File: src/flash_ctl_pkg.sv
// Constants and types of the flash command controller
//
// Overview of operation
// - Host reads both identifier codes, address bit 0 at 0 then 1.
// - Program is setup write 40H or 10H, then a write of address and data.
// - Block erase is 20H then D0H, both writes addressed inside the block.
// - Command 70H at any address selects status read mode.
// - FFH, 50H, B0H and D0H resume are single writes with address ignored.
package flash_ctl_pkg;

  // ==========================================================================
  // Device command codes (low data byte)
  localparam logic [7:0] CMD_READ_ARRAY   = 8'hFF;
  localparam logic [7:0] CMD_IDENT        = 8'h90;
  localparam logic [7:0] CMD_READ_STATUS  = 8'h70;
  localparam logic [7:0] CMD_CLEAR_STATUS = 8'h50;
  localparam logic [7:0] CMD_PROG_SETUP   = 8'h40;
  localparam logic [7:0] CMD_PROG_ALT     = 8'h10;
  localparam logic [7:0] CMD_ERASE_SETUP  = 8'h20;
  localparam logic [7:0] CMD_CONFIRM      = 8'hD0;
  localparam logic [7:0] CMD_SUSPEND      = 8'hB0;

  // ==========================================================================
  // Device status register bit positions
  localparam int SR_READY    = 7;
  localparam int SR_SUSPEND  = 6;
  localparam int SR_ERASE_ER = 5;
  localparam int SR_PROG_ER  = 4;
  localparam int SR_VPP      = 3;

  // ==========================================================================
  // APB register offsets of the controller
  localparam logic [7:0] REG_CMD    = 8'h00; // RW: op code, a write while not busy starts a job, a read returns the last op
  localparam logic [7:0] REG_ADDR   = 8'h04; // RW: device address
  localparam logic [7:0] REG_WDATA  = 8'h08; // RW: write data
  localparam logic [7:0] REG_RDATA  = 8'h0C; // RO: data of the last two reads, newest in the low half
  localparam logic [7:0] REG_STATE  = 8'h10; // RO: busy, last status
  localparam logic [7:0] REG_IRQ    = 8'h14; // W1C: event flags
  localparam logic [7:0] REG_MASK   = 8'h18; // RW: interrupt mask

  // Controller operation codes written to REG_CMD
  localparam logic [2:0] OP_RAW_WRITE = 3'h0; // one command write
  localparam logic [2:0] OP_READ      = 3'h1; // one bus read
  localparam logic [2:0] OP_PROGRAM   = 3'h2; // setup + data, poll ready
  localparam logic [2:0] OP_ERASE     = 3'h3; // setup + confirm, poll ready
  localparam logic [2:0] OP_IDENT     = 3'h4; // 90H, two reads
  localparam logic [2:0] OP_CLEAR     = 3'h5; // 50H
  localparam logic [2:0] OP_SUSPEND   = 3'h6; // B0H, poll ready
  localparam logic [2:0] OP_RESUME    = 3'h7; // D0H

  // Interrupt flag positions
  localparam int IRQ_DONE  = 0;
  localparam int IRQ_ERROR = 1;
  localparam int IRQ_W     = 2;

  // ==========================================================================
  // Device bus timing: each strobe phase in cycles of 4 ns
  localparam int STROBE_NS  = 80;
  localparam int CLK_NS     = 4;
  localparam int STROBE_CYC = (STROBE_NS + CLK_NS - 1) / CLK_NS;
  localparam int RESET_VALUE = 0;
  // Extra read cycles so the data has crossed the synchroniser
  localparam int READ_SETTLE = 4;

  // Device pin group
  typedef struct packed {
    logic [19:0] addr;
    logic [15:0] dq_out;
    logic        dq_oe;
    logic        ce_n;
    logic        oe_n;
    logic        we_n;
  } dev_pins_t;

endpackage

File: src/flash_ctl_sync.sv
// Three-stage input synchroniser for device data pins
`timescale 1ns/1ps
module flash_ctl_sync #(
  parameter int W = 16
) (
  input  wire logic         CORE_CLK,
  input  wire logic         RSTN,
  input  wire logic [W-1:0] din,
  output logic      [W-1:0] dout
);

  typedef struct packed {
    logic [W-1:0] s1;
    logic [W-1:0] s2;
    logic [W-1:0] s3;
    logic [W-1:0] q;
  } sync_t;

  sync_t st_r;
  sync_t st_nxt;

  // ==========================================================================
  // Value taken once second and third stage agree, so one-cycle glitches never pass
  always_comb
  begin
    st_nxt    = st_r;
    st_nxt.s1 = din;
    st_nxt.s2 = st_r.s1;
    st_nxt.s3 = st_r.s2;
    if (st_r.s2 == st_r.s3)
      st_nxt.q = st_r.s3;
  end

  always_ff @(posedge CORE_CLK)
  begin
    if (!RSTN)
      st_r <= '0;
    else
      st_r <= st_nxt;
  end

  assign dout = st_r.q;

endmodule

File: src/flash_ctl.sv
// Host-side controller driving the flash command interface from APB
//
// The register addresses and the APB slave port are this design's own decisions.
`timescale 1ns/1ps
module flash_ctl #(
  parameter int STROBE = flash_ctl_pkg::STROBE_CYC
) (
  input  wire logic        CORE_CLK,
  input  wire logic        RSTN,
  input  wire logic [7:0]  PADDR,
  input  wire logic        PSEL,
  input  wire logic        PENABLE,
  input  wire logic        PWRITE,
  input  wire logic [31:0] PWDATA,
  output logic      [31:0] PRDATA,
  output logic             PREADY,
  output logic             PSLVERR,
  output logic             IRQ,
  output logic [19:0]      DEV_ADDR,
  output logic [15:0]      DEV_DQ_OUT,
  output logic             DEV_DQ_OE,
  input  wire logic [15:0] DEV_DQ_IN,
  output logic             DEV_CE_N,
  output logic             DEV_OE_N,
  output logic             DEV_WE_N
);

  typedef enum logic [3:0] {
    S_IDLE, S_W_SETUP, S_W_PULSE, S_W_HOLD,
    S_R_PULSE, S_R_WAIT, S_STEP
  } state_t;

  typedef struct packed {
    state_t                  state;
    logic [2:0]              op;
    logic [2:0]              step;
    logic [7:0]              cnt;
    logic [19:0]             addr;
    logic [15:0]             wdata;
    logic [31:0]             rdata;
    logic [7:0]              status;
    logic                    busy;
    logic [flash_ctl_pkg::IRQ_W-1:0] irq;
    logic [flash_ctl_pkg::IRQ_W-1:0] mask;
    flash_ctl_pkg::dev_pins_t pins;
  } ctl_t;

  ctl_t        st_r;
  ctl_t        st_nxt;
  logic [15:0] dq_sync;
  logic        bus_wr;
  logic        bus_rd;

  flash_ctl_sync #(.W(16)) u_sync (
    .CORE_CLK (CORE_CLK),
    .RSTN     (RSTN),
    .din      (DEV_DQ_IN),
    .dout     (dq_sync)
  );

  // Start one device write cycle of the given data at the given address
  function automatic ctl_t do_write(ctl_t s, logic [19:0] a, logic [15:0] d);
    ctl_t r;
    r              = s;
    r.pins.addr    = a;
    r.pins.dq_out  = d;
    r.pins.dq_oe   = 1'b1;
    r.pins.ce_n    = 1'b0;
    r.cnt          = 8'(STROBE);
    r.state        = S_W_SETUP;
    return r;
  endfunction

  // Start one device read cycle
  function automatic ctl_t do_read(ctl_t s, logic [19:0] a);
    ctl_t r;
    r             = s;
    r.pins.addr   = a;
    r.pins.dq_oe  = 1'b0;
    r.pins.ce_n   = 1'b0;
    r.pins.oe_n   = 1'b0;
    r.cnt         = 8'(STROBE);
    r.state       = S_R_PULSE;
    return r;
  endfunction

  // Command word: upper byte driven high, device decodes the low byte only
  function automatic logic [15:0] cmd_word(logic [7:0] c);
    return {8'hFF, c};
  endfunction

  assign bus_wr = PSEL && PENABLE && PWRITE;
  assign bus_rd = PSEL && !PWRITE;

  // ==========================================================================
  // APB read mux; zero-wait slave
  always_comb
  begin
    PRDATA = 32'h0000_0000;
    case (PADDR)
      flash_ctl_pkg::REG_ADDR:  PRDATA = {12'h000, st_r.addr};
      flash_ctl_pkg::REG_WDATA: PRDATA = {16'h0000, st_r.wdata};
      flash_ctl_pkg::REG_RDATA: PRDATA = st_r.rdata;
      flash_ctl_pkg::REG_STATE: PRDATA = {23'h0, st_r.busy, st_r.status};
      flash_ctl_pkg::REG_IRQ:   PRDATA = {30'h0, st_r.irq};
      flash_ctl_pkg::REG_MASK:  PRDATA = {30'h0, st_r.mask};
      flash_ctl_pkg::REG_CMD:   PRDATA = {29'h0, st_r.op};
      default:                  PRDATA = 32'h0000_0000;
    endcase
    if (!bus_rd)
      PRDATA = 32'h0000_0000;
  end

  assign PREADY  = 1'b1;
  assign PSLVERR = PSEL && PENABLE && (PADDR[1:0] != 2'b00 || PADDR > 8'h18);

  // ==========================================================================
  // Command sequencer and register updates
  always_comb
  begin
    st_nxt = st_r;
    // Software register writes; a new job is refused while busy
    if (bus_wr)
    begin
      case (PADDR)
        flash_ctl_pkg::REG_ADDR:  st_nxt.addr = PWDATA[19:0];
        flash_ctl_pkg::REG_WDATA: st_nxt.wdata = PWDATA[15:0];
        flash_ctl_pkg::REG_MASK:  st_nxt.mask = PWDATA[1:0];
        flash_ctl_pkg::REG_IRQ:   st_nxt.irq = st_r.irq & ~PWDATA[1:0];
        flash_ctl_pkg::REG_CMD:
          if (!st_r.busy)
          begin
            st_nxt.op   = PWDATA[2:0];
            st_nxt.step = 3'h0;
            st_nxt.busy = 1'b1;
            st_nxt.state = S_STEP;
          end
        default: ;
      endcase
    end
    case (st_r.state)
      S_IDLE: ;
      // Each job is a short script of device cycles selected by step
      S_STEP:
      begin
        st_nxt.step = st_r.step + 3'h1;
        case (st_r.op)
          flash_ctl_pkg::OP_RAW_WRITE:
            if (st_r.step == 3'h0)
              st_nxt = do_write(st_nxt, st_r.addr, cmd_word(st_r.wdata[7:0]));
            else
              st_nxt.busy = 1'b0;
          flash_ctl_pkg::OP_READ:
            if (st_r.step == 3'h0)
              st_nxt = do_read(st_nxt, st_r.addr);
            else
              st_nxt.busy = 1'b0;
          flash_ctl_pkg::OP_PROGRAM, flash_ctl_pkg::OP_ERASE:
            case (st_r.step)
              3'h0:
                st_nxt = do_write(st_nxt, st_r.addr, cmd_word(
                  st_r.op == flash_ctl_pkg::OP_PROGRAM ?
                  flash_ctl_pkg::CMD_PROG_SETUP :
                  flash_ctl_pkg::CMD_ERASE_SETUP));
              3'h1:
                st_nxt = do_write(st_nxt, st_r.addr,
                  st_r.op == flash_ctl_pkg::OP_PROGRAM ? st_r.wdata :
                  cmd_word(flash_ctl_pkg::CMD_CONFIRM));
              // Device drops into status mode itself; just poll reads
              3'h2: st_nxt = do_read(st_nxt, st_r.addr);
              default:
                // Poll until ready, only then are error flags valid
                if (!st_r.status[flash_ctl_pkg::SR_READY])
                begin
                  st_nxt = do_read(st_nxt, st_r.addr);
                  st_nxt.step = 3'h3;
                end
                else
                  st_nxt.busy = 1'b0;
            endcase
          flash_ctl_pkg::OP_IDENT:
            case (st_r.step)
              3'h0: st_nxt = do_write(st_nxt, st_r.addr,
                      cmd_word(flash_ctl_pkg::CMD_IDENT));
              3'h1: st_nxt = do_read(st_nxt, 20'h00000);
              3'h2: st_nxt = do_read(st_nxt, 20'h00001);
              default: st_nxt.busy = 1'b0;
            endcase
          flash_ctl_pkg::OP_CLEAR:
            // Command 50H, sent here or by a raw write, is the only way to drop accumulated error flags
            if (st_r.step == 3'h0)
              st_nxt = do_write(st_nxt, st_r.addr,
                cmd_word(flash_ctl_pkg::CMD_CLEAR_STATUS));
            else
              st_nxt.busy = 1'b0;
          flash_ctl_pkg::OP_SUSPEND:
            case (st_r.step)
              3'h0: st_nxt = do_write(st_nxt, st_r.addr,
                      cmd_word(flash_ctl_pkg::CMD_SUSPEND));
              3'h1: st_nxt = do_write(st_nxt, st_r.addr,
                      cmd_word(flash_ctl_pkg::CMD_READ_STATUS));
              3'h2: st_nxt = do_read(st_nxt, st_r.addr);
              default:
                // Ready with suspend flag marks a reached suspension
                if (!st_r.status[flash_ctl_pkg::SR_READY])
                begin
                  st_nxt = do_read(st_nxt, st_r.addr);
                  st_nxt.step = 3'h3;
                end
                else
                  st_nxt.busy = 1'b0;
            endcase
          flash_ctl_pkg::OP_RESUME:
            // Only resume, read-array or read-status reach a suspended erase
            if (st_r.step == 3'h0)
              st_nxt = do_write(st_nxt, st_r.addr,
                cmd_word(flash_ctl_pkg::CMD_CONFIRM));
            else
              st_nxt.busy = 1'b0;
          default: st_nxt.busy = 1'b0;
        endcase
        if (!st_nxt.busy)
        begin
          st_nxt.state = S_IDLE;
          st_nxt.irq[flash_ctl_pkg::IRQ_DONE] = 1'b1;
          // Error flags are sticky in the device over a run
          if (st_r.status[flash_ctl_pkg::SR_ERASE_ER] ||
              st_r.status[flash_ctl_pkg::SR_PROG_ER] ||
              st_r.status[flash_ctl_pkg::SR_VPP])
            st_nxt.irq[flash_ctl_pkg::IRQ_ERROR] = 1'b1;
        end
      end
      // Address and data settle before the write strobe
      S_W_SETUP:
      begin
        st_nxt.pins.we_n = 1'b0;
        st_nxt.cnt       = 8'(STROBE);
        st_nxt.state     = S_W_PULSE;
      end
      S_W_PULSE:
        if (st_r.cnt != 8'h00)
          st_nxt.cnt = st_r.cnt - 8'h01;
        else
        begin
          st_nxt.pins.we_n = 1'b1; // Device latches on this rising edge
          st_nxt.cnt       = 8'(STROBE);
          st_nxt.state     = S_W_HOLD;
        end
      S_W_HOLD:
        if (st_r.cnt != 8'h00)
          st_nxt.cnt = st_r.cnt - 8'h01;
        else
        begin
          st_nxt.pins.ce_n  = 1'b1;
          st_nxt.pins.dq_oe = 1'b0;
          st_nxt.state      = S_STEP;
        end
      // Access time plus synchroniser latency before sampling
      S_R_PULSE:
        if (st_r.cnt != 8'h00)
          st_nxt.cnt = st_r.cnt - 8'h01;
        else
        begin
          st_nxt.cnt   = 8'(flash_ctl_pkg::READ_SETTLE);
          st_nxt.state = S_R_WAIT;
        end
      S_R_WAIT:
        if (st_r.cnt != 8'h00)
          st_nxt.cnt = st_r.cnt - 8'h01;
        else
        begin
          st_nxt.rdata  = {st_r.rdata[15:0], dq_sync};
          st_nxt.status = dq_sync[7:0];
          st_nxt.pins.oe_n = 1'b1;
          st_nxt.pins.ce_n = 1'b1;
          st_nxt.state     = S_STEP;
        end
      default: st_nxt.state = S_IDLE;
    endcase
  end

  always_ff @(posedge CORE_CLK)
  begin
    if (!RSTN)
    begin
      st_r           <= '0;
      st_r.state     <= S_IDLE;
      st_r.pins.ce_n <= 1'b1;
      st_r.pins.oe_n <= 1'b1;
      st_r.pins.we_n <= 1'b1;
    end
    else
      st_r <= st_nxt;
  end

  // ==========================================================================
  // Pin outputs straight from flip-flops, interrupt as the OR of the masked flags
  assign IRQ        = |(st_r.irq & st_r.mask);
  assign DEV_ADDR   = st_r.pins.addr;
  assign DEV_DQ_OUT = st_r.pins.dq_out;
  assign DEV_DQ_OE  = st_r.pins.dq_oe;
  assign DEV_CE_N   = st_r.pins.ce_n;
  assign DEV_OE_N   = st_r.pins.oe_n;
  assign DEV_WE_N   = st_r.pins.we_n;

endmodule

File: config.mk
export PLATFORM = sky130hd
export DESIGN_NAME = flash_ctl
export DESIGN_NICKNAME = d
export VERILOG_FILES = /design/src/flash_ctl_pkg.sv /design/src/flash_ctl_sync.sv /design/src/flash_ctl.sv
export SDC_FILE = /design/constraint.sdc
export NUM_CORES = 1
export LEC_CHECK = 0
export ABC_CLOCK_PERIOD_IN_PS = 2700
export BUFFER_PORTS_ARGS = -buffer_cell sky130_fd_sc_hd__buf_4
export CAP_MARGIN = 20
export CORE_MARGIN = 5
export CORE_UTILIZATION = 59
export CTS_BUF_LIST = sky130_fd_sc_hd__clkbuf_2 sky130_fd_sc_hd__clkbuf_4 sky130_fd_sc_hd__clkbuf_8
export CTS_CLUSTER_DIAMETER = 200
export DETAILED_ROUTE_END_ITERATION = 6
export PLACE_DENSITY_LB_ADDON = 0.08
export RECOVER_POWER = 25
export SYNTH_ARGS = -nofsm -noshare
export SYNTH_HDL_FRONTEND = slang
export SYNTH_SLANG_ARGS = --single-unit
File: constraint.sdc
create_clock -name CORE_CLK -period 2.7 [get_ports CORE_CLK]
set_clock_uncertainty 0.1 [all_clocks]
set_input_delay 0 -clock CORE_CLK [delete_from_list [all_inputs] [get_ports CORE_CLK]]
set_output_delay 0 -clock CORE_CLK [all_outputs]
set_load 0.05 [all_outputs]
==> flow_summary.html <==
<table>
<tr><th>Metric</th><th>Value</th></tr>
<tr><th colspan="2">Floorplanning</th></tr>
<tr><td>Initial standard-cell utilization of the core</td><td>60.0%</td></tr>
<tr><td>Height of the chip</td><td>134 µm</td></tr>
<tr><td>Cell row count</td><td>45</td></tr>
<tr><td>Core area</td><td>15100 µm²</td></tr>
<tr><td>Number of primary I/O pins</td><td>136</td></tr>
<tr><td>Area enclosed by the die boundary</td><td>18000 µm²</td></tr>
<tr><td>Width of the chip</td><td>134 µm</td></tr>
<tr><th colspan="2">Synthesis</th></tr>
<tr><td>Synthesized net count</td><td>1091</td></tr>
<tr><td>Share of the yosys chip area belonging to registers</td><td>43.2%</td></tr>
<tr><td>Number of instances in the synthesized netlist</td><td>1024</td></tr>
<tr><td>Dominant cell type by area after synthesis</td><td>sky130_fd_sc_hd__dfxtp_1</td></tr>
<tr><td>Post-synth top cells</td><td>196 x sky130_fd_sc_hd__dfxtp_1, 155 x sky130_fd_sc_hd__nand2_1, 71 x sky130_fd_sc_hd__a21boi_0</td></tr>
<tr><td>Mean post-synth cell area</td><td>8.88 µm²</td></tr>
<tr><td>Netlist Area Pre-Place</td><td>9090 µm²</td></tr>
<tr><td>Share of the synthesized area in the top cell type</td><td>43.2%</td></tr>
<tr><td>Leading register cell type out of synthesis</td><td>sky130_fd_sc_hd__dfxtp_1</td></tr>
<tr><td>Most repeated cell in the gate-level netlist after synthesis</td><td>sky130_fd_sc_hd__dfxtp_1</td></tr>
<tr><td>Synth cell types</td><td>82</td></tr>
<tr><td>Number of flops mapped to enable cells by yosys</td><td>0</td></tr>
<tr><td>Largest cells by area after synthesis</td><td>sky130_fd_sc_hd__dfxtp_1 43%, sky130_fd_sc_hd__nand2_1 6.4%, sky130_fd_sc_hd__a21boi_0 5.9%</td></tr>
<tr><td>Total of flip-flops plus latches after synthesis</td><td>196</td></tr>
<tr><td>Total of warnings raised by yosys</td><td>0</td></tr>
<tr><td>Share of flip-flops with an asynchronous set or reset after synthesis</td><td>0%</td></tr>
<tr><th colspan="2">Detailed routing</th></tr>
<tr><td>First-pass iteration count of the detailed router</td><td>5</td></tr>
<tr><td>Wirelength, routed</td><td>23.0 mm</td></tr>
<tr><td>Post-DR vias/cell</td><td>5.75</td></tr>
<tr><td>DR WL/cell</td><td>17.4 µm</td></tr>
<tr><td>Remaining design rule violation count</td><td>0</td></tr>
<tr><td>Number of vias after detailed routing</td><td>7593</td></tr>
<tr><td>DRT antenna net count</td><td>0</td></tr>
<tr><td>Drt initial violations</td><td>598</td></tr>
<tr><th colspan="2">Setup path</th></tr>
<tr><td>Category of the worst setup path capture point</td><td>flop</td></tr>
<tr><td>Delay-heaviest family, CP</td><td>compound AO/OA/AOI/OAI gates</td></tr>
<tr><td>Library cell contributing the largest single delay on the critical path</td><td>sky130_fd_sc_hd__o41ai_2</td></tr>
<tr><td>Critical path cell sequence</td><td>inv_1 &gt; ha_1 &gt; nor3_2 &gt; nor2_1 &gt; o41ai_2 &gt; buf_4 &gt; o211a_1 &gt; a32o_1</td></tr>
<tr><td>Type of the worst setup path</td><td>flop to flop</td></tr>
<tr><td>Reg-to-reg critical path startpoint</td><td>st_r[130]$_SDFFE_PN0P_</td></tr>
<tr><td>Length in cells of the worst reg-to-reg path</td><td>8</td></tr>
<tr><td>Maximum net fanout on the critical path</td><td>7</td></tr>
<tr><td>Required time of the critical path</td><td>3.02 ns</td></tr>
<tr><td>Worst Setup Start Kind</td><td>flop</td></tr>
<tr><td>Reg2reg setup slack</td><td>0.18 ns</td></tr>
<tr><td>Count of buffering cells on the critical path with inverters included</td><td>2</td></tr>
<tr><td>Arrival time at the worst endpoint</td><td>2.84 ns</td></tr>
<tr><td>Largest stage delay, worst path</td><td>0.50 ns</td></tr>
<tr><td>Crit Reg-Reg Endpoint</td><td>st_r[43]$_SDFF_PN0_</td></tr>
<tr><th colspan="2">Hold path</th></tr>
<tr><td>Hold_sp</td><td>PADDR[3]</td></tr>
<tr><td>Worst Hold Class</td><td>input port to flop</td></tr>
<tr><td>Cell depth of the worst min-delay path</td><td>5</td></tr>
<tr><td>WHS Endpoint</td><td>st_r[42]$_SDFF_PN0_</td></tr>
<tr><th colspan="2">CTS</th></tr>
<tr><td>Clock tree root driver cell</td><td>sky130_fd_sc_hd__clkbuf_8</td></tr>
<tr><td># H-tree levels</td><td>4</td></tr>
<tr><td>Clock slew at the register clock pins of the worst setup and hold paths</td><td>0.10 ns</td></tr>
<tr><td>CTS tree</td><td>built</td></tr>
<tr><td>Insertion delay of the later-clocked pin in the worst-skew pair</td><td>0.47 ns</td></tr>
<tr><td>CTS sink cnt</td><td>196</td></tr>
<tr><td>Num CTS Buffers</td><td>17</td></tr>
<tr><td>Max clock buf depth</td><td>2</td></tr>
<tr><th colspan="2">Status</th></tr>
<tr><td>Run status</td><td>complete, but fails checks</td></tr>
<tr><td>Violations in the final reports</td><td>max-capacitance violations, max-slew violations</td></tr>
<tr><th colspan="2">Timing</th></tr>
<tr><td># setup viols final</td><td>0</td></tr>
<tr><td>Minimum clock period</td><td>2.52 ns</td></tr>
<tr><td>Hold Fails Final Rpt</td><td>0</td></tr>
<tr><td>FMAX</td><td>397 MHz</td></tr>
<tr><td>Slew at the pin closest to its max-slew limit</td><td>1.53 ns</td></tr>
<tr><td>Worst slew margin relative to its limit</td><td>-2.33%</td></tr>
<tr><td>Max-slew violation count</td><td>180</td></tr>
<tr><td>Setup_tns</td><td>0 ns</td></tr>
<tr><td>Fraction of the cycle the final worst path needs</td><td>93.2%</td></tr>
<tr><td>RSZ-0062 raised after global routing</td><td>false</td></tr>
<tr><th colspan="2">Layout</th></tr>
<tr><td>Fillers</td><td>1227</td></tr>
<tr><td>Layout net count</td><td>1186</td></tr>
<tr><td>Final instance area</td><td>10600 µm²</td></tr>
<tr><td>Proportion of layout cells with a drive suffix above 1</td><td>17.7%</td></tr>
<tr><td>Area Growth Syn to Fin</td><td>16.7%</td></tr>
<tr><td>Multi-input combinational cell area</td><td>4500 µm²</td></tr>
<tr><td>Antenna Cells</td><td>0</td></tr>
<tr><td>Combined flip-flop and latch cell area</td><td>3920 µm²</td></tr>
<tr><th colspan="2">Global route</th></tr>
<tr><td>Pin count of the biggest net entering global routing</td><td>180</td></tr>
<tr><td>Vias in the first global route</td><td>7052</td></tr>
<tr><td>Global-route wire length before repair</td><td>36.9 mm</td></tr>
<tr><td>Congestion Overflow GR</td><td>0</td></tr>
<tr><td>Overall global routing resource usage</td><td>25.4%</td></tr>
<tr><td>Number of antenna violations at the first check in global routing</td><td>0</td></tr>
<tr><th colspan="2">Power</th></tr>
<tr><td>PnR Total Power</td><td>5140 µW</td></tr>
<tr><td>Total power divided by cell area</td><td>484 nW/µm²</td></tr>
<tr><td>Leakage power summed over all cells</td><td>0.00411 µW</td></tr>
<tr><td>Worst voltage drop across the vdd grid</td><td>0.000519 V</td></tr>
<tr><th colspan="2">Placement</th></tr>
<tr><td>I/O Buffers</td><td>122</td></tr>
<tr><td>Post-Place Cell Area</td><td>9850 µm²</td></tr>
<tr><td>RD Place Congestion</td><td>0.908</td></tr>
<tr><td>Post-detail-place hpwl</td><td>15.8 mm</td></tr>
<tr><th colspan="2">Flow run</th></tr>
<tr><td>Max Cap Viol</td><td>1</td></tr>
</table>
sequential cells by signal (all words and copies together), names as in the netlist:
| name | count |
|---|---|
| DEV_DQ_OUT | 16 |
| u_sync.st_r | 16 |
| DEV_WE_N | 1 |
| u_sync.st_nxt | 32 |
| DEV_DQ_OE | 1 |
| DEV_OE_N | 1 |
| st_r | 92 |
| u_sync.dout | 16 |
| DEV_CE_N | 1 |
| DEV_ADDR | 20 |
cells in the final DEF (no fill, tap or decap), drive strengths merged, types with 25 or more instances in the layout:
cell         instances
clkbuf              38
dfxtp              196
nand2              155
nand3               34
and2                63
buf                133
nor2b               32
o21ai               25
a21oi               29
dlygate4sd3         38
a21boi              77
a22o                29
nor2                33
what timing repair did:
item / in CTS / in global routing
setup endpoints to repair: 0 / 34
hold buffers: 38 / 0
resized for setup: 0 / 6
buffers inserted: 0 / 2
endpoints found under the hold margin: 65 / 0
final cells by class:
class	count	share of cell area (%)
Tap cell	188	2.22
Clock buffer	17	2.20
Inverter	9	0.318
Timing Repair Buffer	192	14.0
Multi-Input combinational cell	703	42.4
Sequential cell	196	37.0
Clock inverter	15	1.84
through the flow:
stage	utilization, %	std cells	hold slack, ns	setup slack, ns
6_report	70.1	1320	0.0973	0.184
5_1_grt	70.1	1320	0.102	0.0179
4_1_cts	70.4	1318	0.0657	0.0584
3_5_place_dp	65.0	1248	0.110	0.0802
3_3_place_gp	65.0	1248	0.107	0.0998
2_1_floorplan	-	1024	0.0273	0.329
tightest hold or removal path, cell delays in order:
cell and delay, ns:
sky130_fd_sc_hd__buf_4 0.13, sky130_fd_sc_hd__nor2b_1 0.08, sky130_fd_sc_hd__and4_1 0.22, sky130_fd_sc_hd__nand2_1 0.07, sky130_fd_sc_hd__a31o_2 0.14
how the worst max path moves through the flow:
stage | cells past startpoint | endpoint | startpoint
after detailed placement | 7 | DEV_DQ_OUT[13]$_SDFFE_PN0P_ | st_r[130]$_SDFFE_PN0P_
after global placement | 7 | DEV_DQ_OUT[10]$_SDFFE_PN0P_ | st_r[130]$_SDFFE_PN0P_
final | 8 | st_r[43]$_SDFF_PN0_ | st_r[130]$_SDFFE_PN0P_
after floorplan | 9 | st_r[125]$_SDFFE_PN0P_ | st_r[130]$_SDFFE_PN0P_
after CTS | 7 | DEV_DQ_OUT[13]$_SDFFE_PN0P_ | st_r[130]$_SDFFE_PN0P_
after global routing | 8 | st_r[43]$_SDFF_PN0_ | st_r[130]$_SDFFE_PN0P_
power by group:
group	switching, µW	total (µW)	internal (µW)
sequential	15.4	2940	2920
clock	1150	1940	791
combinational	117	261	144
total	1280	5140	3860
kinds of logic after synthesis:
logic type	Yosys count	synth area share [%]
compound gates	261	21.6
flops	196	43.2
mux	22	2.42
other cells	2	0.0826
buf+inv	125	7.57
simple gates	392	22.4
fa+ha+maj	7	0.936
xor+xnor	19	1.83
routing by layer:
metal	part of all wire [%]	track usage, %	vias up
met2	45	40.1	273
met4	2.0	7.01	0
met1	46	35.8	3532
met3	7.2	5.03	35
li1	-	-	3753
met5	0	0	-
(Power assumes the default switching activity.)
